`src/hdl/sdr_pkg.sv`:
```
// shared constants of the squib diagnostic response decoder
// assumes one 20 MHz system clock and an 8-bit mode-0 serial link
package sdr_pkg;

   // ---------------------------------------------------------------
   // serial frame
   // ---------------------------------------------------------------
   localparam int unsigned FRAME_BITS = 8;
   localparam logic [3:0]  BIT_CNT_RST = 4'h0;
   localparam logic [3:0]  BIT_CNT_MAX = 4'hF;
   localparam logic [7:0]  RESP_RST    = 8'h00;

   // ---------------------------------------------------------------
   // diagnostic command codes
   // ---------------------------------------------------------------
   localparam logic [7:0] CMD_NO_OPERATION = 8'h00;
   localparam logic [7:0] CMD_TIME_1A      = 8'h70;
   localparam logic [7:0] CMD_TIME_1B      = 8'h71;
   localparam logic [7:0] CMD_TIME_2A      = 8'h72;
   localparam logic [7:0] CMD_TIME_2B      = 8'h73;
   localparam logic [7:0] CMD_CURR_LIMIT   = 8'h79;
   localparam logic [7:0] CMD_THERMAL      = 8'h7F;
   localparam logic [7:0] CMD_SUPPLY_SAFE  = 8'hC0;
   localparam logic [7:0] CMD_SHORT_CHECK  = 8'hC1;
   localparam logic [7:0] CMD_CONTINUITY   = 8'hC2;
   localparam logic [7:0] CMD_OPEN_SHORT   = 8'hC3;
   localparam logic [7:0] CMD_FIRE_SUPPLY  = 8'hC5;
   localparam logic [7:0] CMD_DIAG_LEVEL   = 8'hC6;

   // ---------------------------------------------------------------
   // register port map
   // ---------------------------------------------------------------
   localparam logic [3:0] REG_STATUS   = 4'h0;
   localparam logic [3:0] REG_MASK     = 4'h4;
   localparam logic [3:0] REG_LAST_CMD = 4'h8;
   localparam logic [3:0] REG_RESPONSE = 4'hC;

   localparam int unsigned EVT_CMD_DONE  = 0;
   localparam int unsigned EVT_UNKNOWN   = 1;
   localparam int unsigned EVT_FRAME_ERR = 2;

   localparam logic [7:0] STATUS_RST   = 8'h00;
   localparam logic [7:0] MASK_RST     = 8'h00;
   localparam logic [7:0] LAST_CMD_RST = 8'h00;

endpackage

```
`src/hdl/sdr_diag_decoder.sv`:
```
// diagnostic command decoder and response formatter of a four-channel squib driver
// assumes status inputs come from logic on clk_i; serial pins are asynchronous
//
// Added by the designer: the strobed register port and the address map.
`timescale 1ns/1ns

// Summary of operation
// - codes 70..73 return measurement time count of 1A, 1B, 2A, 2B, msb first.
// - code 79 returns current-limit flags 2B..1A in bits 3..0, upper nibble zero.
// - code 7F returns thermal flags per channel pair, low side upper, high side lower.
// - code C0 returns safing low, safing high, supply high, supply low per supply.
// - code C1 returns no-ground-short upper, no-battery-short lower, pairs 2B..1A.
// - code C2 returns low-side continuity flags 2B..1A in bits 3..0, upper zero.
// - code C3 returns open-squib harness short flags in the same pair layout.
// - code C5 returns tested in bit 4, high in bit 1, low in bit 0.
// - code C6 returns supply 2 levels in bits 7..4, supply 1 levels in 3..0.
// - each transfer shifts out the answer to the previous command.
module sdr_diag_decoder
   import sdr_pkg::*;
(
   // clock and reset
   input  wire logic             clk_i,
   input  wire logic             sys_rst_i,
   // serial link from host
   input  wire logic             spi_sclk_i,
   input  wire logic             spi_cs_n_i,
   input  wire logic             spi_mosi_i,
   output logic                  spi_miso_o,
   output logic                  spi_miso_oe_o,
   // measurement and diagnostic status, index 0 = 1A .. 3 = 2B
   input  wire logic [3:0][7:0]  meas_time_i,
   input  wire logic [3:0]       current_limit_i,
   input  wire logic [3:0]       low_side_thermal_flag_i,
   input  wire logic [3:0]       high_side_thermal_flag_i,
   input  wire logic [3:0]       no_ground_short_flag_i,
   input  wire logic [3:0]       no_battery_short_flag_i,
   input  wire logic [3:0]       open_no_ground_short_flag_i,
   input  wire logic [3:0]       open_no_battery_short_flag_i,
   input  wire logic [3:0]       continuity_flag_i,
   // supply status, index 0 = supply 1, 1 = supply 2
   input  wire logic [1:0]       safing_resistance_low_flag_i,
   input  wire logic [1:0]       safing_resistance_high_flag_i,
   input  wire logic [1:0]       diag_supply_high_flag_i,
   input  wire logic [1:0]       diag_supply_low_flag_i,
   input  wire logic [1:0][3:0]  diagnostic_supply_level_i,
   input  wire logic             firing_supply_tested_i,
   input  wire logic             firing_supply_high_i,
   input  wire logic             firing_supply_low_i,
   // register port
   input  wire logic [3:0]       reg_addr_i,
   input  wire logic [7:0]       reg_wdata_i,
   input  wire logic             reg_wr_i,
   input  wire logic             reg_rd_i,
   output logic      [7:0]       reg_rdata_o,
   // interrupt
   output logic                  irq_o
);

   import sdr_pkg::*;

   // ---------------------------------------------------------------
   // pin synchronisers
   // ---------------------------------------------------------------
   logic [2:0] sclk_sync_ff;
   logic [2:0] cs_n_sync_ff;
   logic [1:0] mosi_sync_ff;

   // third stage only remembers the settled level for edge finding
   always_ff @(posedge clk_i) begin
      if (sys_rst_i) begin
         sclk_sync_ff <= 3'b000;
         cs_n_sync_ff <= 3'b111;
         mosi_sync_ff <= 2'b00;
      end else begin
         sclk_sync_ff <= {sclk_sync_ff[1:0], spi_sclk_i};
         cs_n_sync_ff <= {cs_n_sync_ff[1:0], spi_cs_n_i};
         mosi_sync_ff <= {mosi_sync_ff[0], spi_mosi_i};
      end
   end

   logic sclk_rise;
   logic sclk_fall;
   logic cs_fall;
   logic cs_rise;

   assign sclk_rise = sclk_sync_ff[1] & ~sclk_sync_ff[2];
   assign sclk_fall = ~sclk_sync_ff[1] & sclk_sync_ff[2];
   assign cs_fall   = ~cs_n_sync_ff[1] & cs_n_sync_ff[2];
   assign cs_rise   = cs_n_sync_ff[1] & ~cs_n_sync_ff[2];

   // ---------------------------------------------------------------
   // frame shifter
   // ---------------------------------------------------------------
   logic       frame_ff;
   logic [3:0] bit_cnt_ff;
   logic [7:0] rx_ff;
   logic [7:0] tx_ff;
   logic [7:0] resp_ff;
   logic       decode_go;
   logic       frame_bad;

   // only a frame of exactly eight clocks is treated as a command
   assign decode_go = cs_rise & frame_ff & (bit_cnt_ff == 4'(FRAME_BITS));
   assign frame_bad = cs_rise & frame_ff & (bit_cnt_ff != 4'(FRAME_BITS));

   always_ff @(posedge clk_i) begin
      if (sys_rst_i) begin
         frame_ff   <= 1'b0;
         bit_cnt_ff <= BIT_CNT_RST;
         rx_ff      <= RESP_RST;
         tx_ff      <= RESP_RST;
      end else if (cs_fall) begin
         frame_ff   <= 1'b1;
         bit_cnt_ff <= BIT_CNT_RST;
         tx_ff      <= resp_ff;
      end else if (cs_rise) begin
         frame_ff   <= 1'b0;
      end else if (frame_ff && sclk_rise) begin
         rx_ff      <= {rx_ff[6:0], mosi_sync_ff[1]};
         if (bit_cnt_ff != BIT_CNT_MAX) begin
            bit_cnt_ff <= bit_cnt_ff + 4'h1;
         end
      end else if (frame_ff && sclk_fall) begin
         tx_ff      <= {tx_ff[6:0], 1'b0};
      end
   end

   assign spi_miso_o    = tx_ff[7];
   assign spi_miso_oe_o = frame_ff;

   // ---------------------------------------------------------------
   // response formatter
   // ---------------------------------------------------------------
   logic [7:0] nxt_resp;
   logic       cmd_known;

   always_comb begin
      nxt_resp  = RESP_RST;
      cmd_known = 1'b1;
      case (rx_ff)
         CMD_NO_OPERATION: nxt_resp = RESP_RST;
         CMD_TIME_1A:      nxt_resp = meas_time_i[0];
         CMD_TIME_1B:      nxt_resp = meas_time_i[1];
         CMD_TIME_2A:      nxt_resp = meas_time_i[2];
         CMD_TIME_2B:      nxt_resp = meas_time_i[3];
         CMD_CURR_LIMIT:   nxt_resp = {4'h0, current_limit_i};
         CMD_THERMAL: begin
            for (int i = 0; i < 4; i++) begin
               nxt_resp[2*i+1] = low_side_thermal_flag_i[i];
               nxt_resp[2*i]   = high_side_thermal_flag_i[i];
            end
         end
         CMD_SUPPLY_SAFE: begin
            for (int s = 0; s < 2; s++) begin
               nxt_resp[4*s+3] = safing_resistance_low_flag_i[s];
               nxt_resp[4*s+2] = safing_resistance_high_flag_i[s];
               nxt_resp[4*s+1] = diag_supply_high_flag_i[s];
               nxt_resp[4*s]   = diag_supply_low_flag_i[s];
            end
         end
         CMD_SHORT_CHECK: begin
            for (int i = 0; i < 4; i++) begin
               nxt_resp[2*i+1] = no_ground_short_flag_i[i];
               nxt_resp[2*i]   = no_battery_short_flag_i[i];
            end
         end
         CMD_CONTINUITY:   nxt_resp = {4'h0, continuity_flag_i};
         CMD_OPEN_SHORT: begin
            for (int i = 0; i < 4; i++) begin
               nxt_resp[2*i+1] = open_no_ground_short_flag_i[i];
               nxt_resp[2*i]   = open_no_battery_short_flag_i[i];
            end
         end
         // don't-care bits 3:2 are driven low
         CMD_FIRE_SUPPLY:  nxt_resp = {3'b000, firing_supply_tested_i, 2'b00,
                                       firing_supply_high_i, firing_supply_low_i};
         CMD_DIAG_LEVEL:   nxt_resp = {diagnostic_supply_level_i[1],
                                       diagnostic_supply_level_i[0]};
         default: begin
            nxt_resp  = RESP_RST;
            cmd_known = 1'b0;
         end
      endcase
   end

   // snapshot taken at the end of the frame, so the host always sees one
   // coherent byte even if status inputs move during the next transfer
   logic [7:0] last_cmd_ff;

   always_ff @(posedge clk_i) begin
      if (sys_rst_i) begin
         resp_ff     <= RESP_RST;
         last_cmd_ff <= LAST_CMD_RST;
      end else if (decode_go) begin
         resp_ff <= nxt_resp;
         if (rx_ff != CMD_NO_OPERATION) begin
            last_cmd_ff <= rx_ff;
         end
      end
   end

   // ---------------------------------------------------------------
   // event status, mask and interrupt
   // ---------------------------------------------------------------
   logic [7:0] status_ff;
   logic [7:0] mask_ff;
   logic [7:0] events;
   logic [7:0] nxt_status;
   logic [7:0] nxt_mask;
   logic       status_rd;

   always_comb begin
      events                = 8'h00;
      events[EVT_CMD_DONE]  = decode_go & (rx_ff != CMD_NO_OPERATION);
      events[EVT_UNKNOWN]   = decode_go & ~cmd_known;
      events[EVT_FRAME_ERR] = frame_bad;
   end

   assign status_rd  = reg_rd_i & (reg_addr_i == REG_STATUS);
   // a new event in the clearing cycle survives the clear
   assign nxt_status = (status_rd ? STATUS_RST : status_ff) | events;
   // a mask write counts at once, so irq never lags a mask change
   assign nxt_mask   = (reg_wr_i && reg_addr_i == REG_MASK) ? reg_wdata_i : mask_ff;

   always_ff @(posedge clk_i) begin
      if (sys_rst_i) begin
         status_ff <= STATUS_RST;
      end else begin
         status_ff <= nxt_status;
      end
   end

   always_ff @(posedge clk_i) begin
      if (sys_rst_i) begin
         mask_ff <= MASK_RST;
      end else if (reg_wr_i && reg_addr_i == REG_MASK) begin
         mask_ff <= reg_wdata_i;
      end
   end

   always_ff @(posedge clk_i) begin
      if (sys_rst_i) begin
         irq_o <= 1'b0;
      end else begin
         irq_o <= |(nxt_status & nxt_mask);
      end
   end

   // ---------------------------------------------------------------
   // register read port
   // ---------------------------------------------------------------
   always_ff @(posedge clk_i) begin
      if (sys_rst_i) begin
         reg_rdata_o <= 8'h00;
      end else if (reg_rd_i) begin
         case (reg_addr_i)
            REG_STATUS:   reg_rdata_o <= status_ff;
            REG_MASK:     reg_rdata_o <= mask_ff;
            REG_LAST_CMD: reg_rdata_o <= last_cmd_ff;
            REG_RESPONSE: reg_rdata_o <= resp_ff;
            default:      reg_rdata_o <= 8'h00;
         endcase
      end else begin
         reg_rdata_o <= 8'h00;
      end
   end
endmodule

```
`config.mk`:
```
export PLATFORM = sky130hd
export DESIGN_NAME = sdr_diag_decoder
export DESIGN_NICKNAME = d
export VERILOG_FILES = /design/src/hdl/sdr_pkg.sv /design/src/hdl/sdr_diag_decoder.sv
export SDC_FILE = /design/constraint.sdc
export NUM_CORES = 1
export LEC_CHECK = 0
export BUFFER_PORTS_ARGS = -buffer_cell sky130_fd_sc_hd__buf_2
export CORE_ASPECT_RATIO = 0.9
export CORE_UTILIZATION = 52
export CTS_CLUSTER_DIAMETER = 50
export DETAILED_ROUTE_END_ITERATION = 10
export PLACE_DENSITY = 0.84
export SKIP_LAST_GASP = 1
export SLEW_MARGIN = 20
export SYNTH_ARGS = -nofsm -noshare
export SYNTH_HDL_FRONTEND = slang
export SYNTH_SLANG_ARGS = --single-unit
```
`constraint.sdc`:
```
create_clock -name clk_i -period 2.46 [get_ports clk_i]
set_input_delay 0.123 -clock clk_i [delete_from_list [all_inputs] [get_ports clk_i]]
set_output_delay 0.123 -clock clk_i [all_outputs]
set_load 0.005 [all_outputs]
```
After elaboration in Yosys (flattened, before gate mapping). Index checks and enable logic that the tools add are counted. Widths: inputs -> output; s select.

Add/subtract/negate cells: 1. Bitwise logic cells: 20. Reductions and logical operators: 16. Equal/unequal tests: 20. Mux-type cells: 11.

Operator list (number): $pmux 8 s12 (1); $eq 8x7->1 const B (6); $eq 8x8->1 const B (6); $mux 8 (6); $pmux 8 s4 (1); $reduce_or 13->1 (1); $eq 4x4->1 const B (3); $and 1x1->1 (10); $reduce_and 3->1 (3); $and 8x8->8 (1); $logic_not 8->1 (1); $ne 4x4->1 const B (2); $not 1->1 (8); $or 8x3->8 (1); $reduce_bool 8->1 (1); $reduce_or 8->1 (1); $add 4x1->4 const B (1); $eq 4x3->1 const B (1); $logic_not 4->1 (1); $ne 2x2->1 const B (2); $reduce_bool 2->1 (2); $reduce_or 2->1 (2); $logic_and 1x1->1 (3); $mux 1 (3); $reduce_and 2->1 (1).

Input bits: 102. Output and inout port bits: 11. Register bits: 70.

Depth between registers and ports, before layout.
Word-level depth: 8. Depth in mapped cells: 8.

Worst setup path before layout. Ideal clock, no wire load.

Path kind: flip-flop to flip-flop. Start point: register bit_cnt_ff[0]. End point: register bit_cnt_ff[3]. Path buffers: 0. Slack: 0.713 ns. Data arrival time: 1.668 ns. Data required time: 2.381 ns. Stages on the path, launching flop included: 7. Library setup time: 0.079 ns. Cells stage by stage: dfxtp_1 ha_1 and3_1 nor4_1 nand4_1 xor2_1 nor3_1.

Cells in the longest elaborated chain, start to end: 2. Elaborated cells between the ends (all ways): 3.

RTL lines: start: declaration (RTL line sdr_diag_decoder.sv:95) `logic [3:0] bit_cnt_ff;`; start signal: assignment (RTL line sdr_diag_decoder.sv:121) `bit_cnt_ff <= bit_cnt_ff + 4'h1;`; branches (longest 2 deep; another with $add 4x1->4).

Parallel ways; which one is timed is not known. A chain may end at the register's enable or synchronous reset.

Worst setup path in the final report.
Start point: register rx_ff[5]. End point: register resp_ff[7].

Cells in the longest elaborated chain, start to end: 2. Elaborated cells between the ends (all ways): 13.

RTL lines: start: declaration (RTL line sdr_diag_decoder.sv:96) `logic [7:0] rx_ff;`; start signal: assignment (RTL line sdr_diag_decoder.sv:119) `rx_ff <= {rx_ff[6:0], mosi_sync_ff[1]};`; $eq 8x8->1 / $eq 8x7->1 (equally long branches) (RTL line sdr_diag_decoder.sv:140) `case (rx_ff)`; $pmux 8 s12 (*) (RTL line sdr_diag_decoder.sv:140); end signal: assignment (RTL line sdr_diag_decoder.sv:195) `resp_ff <= nxt_resp;`; end: declaration (RTL line sdr_diag_decoder.sv:98) `logic [7:0] resp_ff;`.

Mark *: on every way between the ends. The rest lies on a longest branch, timed or not.

==> impl_results.md <==
* Status: complete, no violations
* Worst-Skew Late Latency at 0.36 ns
* Post-synth top area share at 37.18%
* Cts bufs inserted at 9
* Max frequency at 480.3 MHz
* Slowest CP cell: dfxtp_1
* Die width at 91.74 um
* Top cells by area, synth: dfxtp_1 (37%), nand2_1 (5.6%), mux4_2 (4.8%), a21oi_1 (4.1%), mux2i_1 (4.0%)
* Final Hold Viols at 0
* Wire length of the first global-routing pass at 15540 um
* Nets at 653
* Multi-input gate area at 0.002188 sq mm
* Antenna Nets Post-Route at 0
* Worst setup SP type: register
* CP top delay family: simple AND/OR/NAND/NOR gates
* Synthesized flop and latch total at 70
* Core area at 0.007039 sq mm
* Met3 usage at 8.516%
* Sequential share of power at 44.9%
* Cell depth of the worst hold path at 3
* Hold Slack at 0.02374 ns
* Sw Ratio at 20.33%
* CTS clk-pin slew, worst paths at 0.07 ns
* Vias in the first global route at 3296
* CP max stage delay at 0.52 ns
* Row Count at 29
* Residual DRC at 0
* HPWL after DPL at 7957 um
* Met2 usage at 44.44%
* Die H at 82.76 um
* M1 GR Usage at 33.22%
* Fin Clk Skew at 0.01123 ns
* Post-synthesis sequential area ratio at 37.18%
* Antenna violations before repair at 0
* Post CTS Setup Buffer Count at 0
* Routability cong. at 0.9725
* Commonest non-fill, non-tap cell in the layout: buf_2
* Commonest cells after routing, fill and taps aside: buf_2 (112), dfxtp_1 (70), nand2_1 (56)
* Finished Layout Cells at 644
* Tmin final at 2.082 ns
* Combinational share of power at 6.8%
* Mapped Cells at 442
* FFs w/ async S/R, synth at 0%
* Total congestion overflow at 0
* Ys flop type: dfxtp_1
* Critical path type: reg -> reg
* Clock share of power at 48.3%
* Max VDD drop at 470.0 uV
* Root buf cell: clkbuf_8
* Port buffer count at 112
* Critical path data arrival time at 2.37 ns
* Leading area contributor after synthesis: dfxtp_1
* Worst-Margin Slew at 0.7692 ns
* Crit share post-route at 84.64%
* FF-to-FF path depth at 6
* CP Depth at 6
* Post-synth EDFFs at 0
* Ports at 113
* Syn_area_per_cell at 8.526 sq um
* Distinct cells, synth at 52
* RSZ-0062 raised after global routing: false
* Setup TNS at 0 ns
* CTS tree: done
* CP Capture Type: register
* Wirelength per Cell at 16.24 um
* Internal at 2048 uW
* CP Cell Sequence: nand3b_1 > nor3_1 > nor4_1 > buf_4 > or3_4 > o21ai_1
* Slew headroom at 48.53%
* Post-route total power at 2571 uW
* Sequential cell area at 0.001401 sq mm
* Busiest layer in global routing: met2
* Diodes inserted at 0
* Synthesis-to-layout area growth at 24.27%
* Largest net degree at the start of global routing at 32
* Initial Utilization at 53.54%
* Syn Std Cell Area at 0.003769 sq mm
* Total wire length at 10460 um
* Max-capacitance violation count at 0
* All-Layer GR Usage at 26.66%
* CTS Buffer Depth at 2
* Req. time, crit path at 2.75 ns
* Standby leakage power at 0.001798 uW
* PwrDens at 548.9 mW/mm^2
* H-tree levels at 3
* Max-slew violations at 0
* Drt pass-1 iters at 5
* Share of layout cells above drive strength 1 at 30.31%
* Via count at 3766
* Crit Path Max Fanout at 11
* Via density at 5.848
* DR iter-0 viols at 291
* Ys Warns at 0
* Buffer and inverter count on the worst path at 1
* Hold Path Class: in -> reg
* # fillers at 616
* Syn Nets at 549
* Count of final setup violators at 0
* Dpl cells at 625
* Die Area at 0.007592 sq mm
* Net switching power at 522.6 uW
* Clock sink count at 70
logic make-up (layout without fill, tap and decap cells):
group | after synthesis | in the layout | synth area share (%)
fa+ha+maj | 5 | 5 | 1.660
compound gates | 108 | 108 | 18.86
xor+xnor | 3 | 3 | 0.6973
flops | 70 | 70 | 37.18
simple gates | 180 | 180 | 24.80
mux | 34 | 34 | 12.05
buf+inv | 42 | 151 | 4.747
power groups by stage:
stage | registers [uW] | clock network [uW] | logic (uW)
floorplan | 1180 | 0 | 72.2
global placement | 1180 | 0 | 166
detailed placement | 1180 | 0 | 169
CTS | 1150 | 1260 | 174
global route | 1150 | 1310 | 191
finish | 1150 | 1240 | 175
state kept, by name (all words and copies together) (netlist names):
signal	count
bit_cnt_ff	4
cs_n_sync_ff	3
irq_o	1
last_cmd_ff	8
mask_ff	8
mosi_sync_ff	2
reg_rdata_o	8
resp_ff	8
rx_ff	8
sclk_sync_ff	3
spi_miso_oe_o	1
status_ff	8
tx_ff	8
through the flow:
step	setup WS (ns)	util, %	area [sq um]
final	0.3779	66.53	4683
after CTS	0.3932	66.53	4683
after floorplan	0.7129	-	3769
after detailed placement	0.4273	62.26	4383
after global placement	0.4902	62.26	4383
after global routing	0.2434	66.53	4683
layer usage:
layer,up-vias,share of wire [%],routed length (um)
li1,1820,-,-
met1,1739,42,4420
met2,176,47,4964
met3,31,8.0,835
met4,0,2.3,241
met5,-,0,0
path summary, 6_finish.rpt:
check	start	to	slack, ns
max	rx_ff[5]$_SDFFE_PP0P_	resp_ff[7]$_SDFFE_PP0P_	0.38
min reg2reg	cs_n_sync_ff[0]$_SDFF_PP1_	cs_n_sync_ff[1]$_SDFF_PP1_	0.42
max reg2reg	rx_ff[5]$_SDFFE_PP0P_	resp_ff[7]$_SDFFE_PP0P_	0.38
min	reg_wdata_i[5]	mask_ff[5]$_SDFF_PP0_	0.02
tightest hold or removal path: cells and delay by family:
| kind | cells | cell delay (ns) |
|---|---|---|
| simple gates | 1 | 0.05 |
| compound gates | 1 | 0.05 |
| buf+inv | 1 | 0.11 |
timing repair:
action,4_1_cts,5_1_grt
gates resized for setup,0,0
hold buffers,3,0
hold endpoints to repair,3,0
area by class of cell:
type / instances / area share [%]
Clock buffer: 11 / 3.019
Inverter: 9 / 0.7213
Timing Repair Buffer: 126 / 14.37
Tap cell: 93 / 2.485
Clock inverter: 5 / 2.752
Multi-Input combinational cell: 330 / 46.73
Sequential cell: 70 / 29.92
synth_stat cells (6+ instances only):
cell and n:
a22o_1 9, nor2_1 25, a211oi_1 7, a21oi_1 31
and2_1 6, inv_1 9, nor2b_1 16, nand3b_1 8
buf_2 11, clkbuf_1 20, nand2_1 56, dfxtp_1 70
nand4_1 7, mux2_2 11, o21ai_0 20, nand3_1 16
mux4_2 8, nor3_1 14, a22oi_1 14, mux2i_1 15
Note: power is estimated with default switching activity, not from simulation.
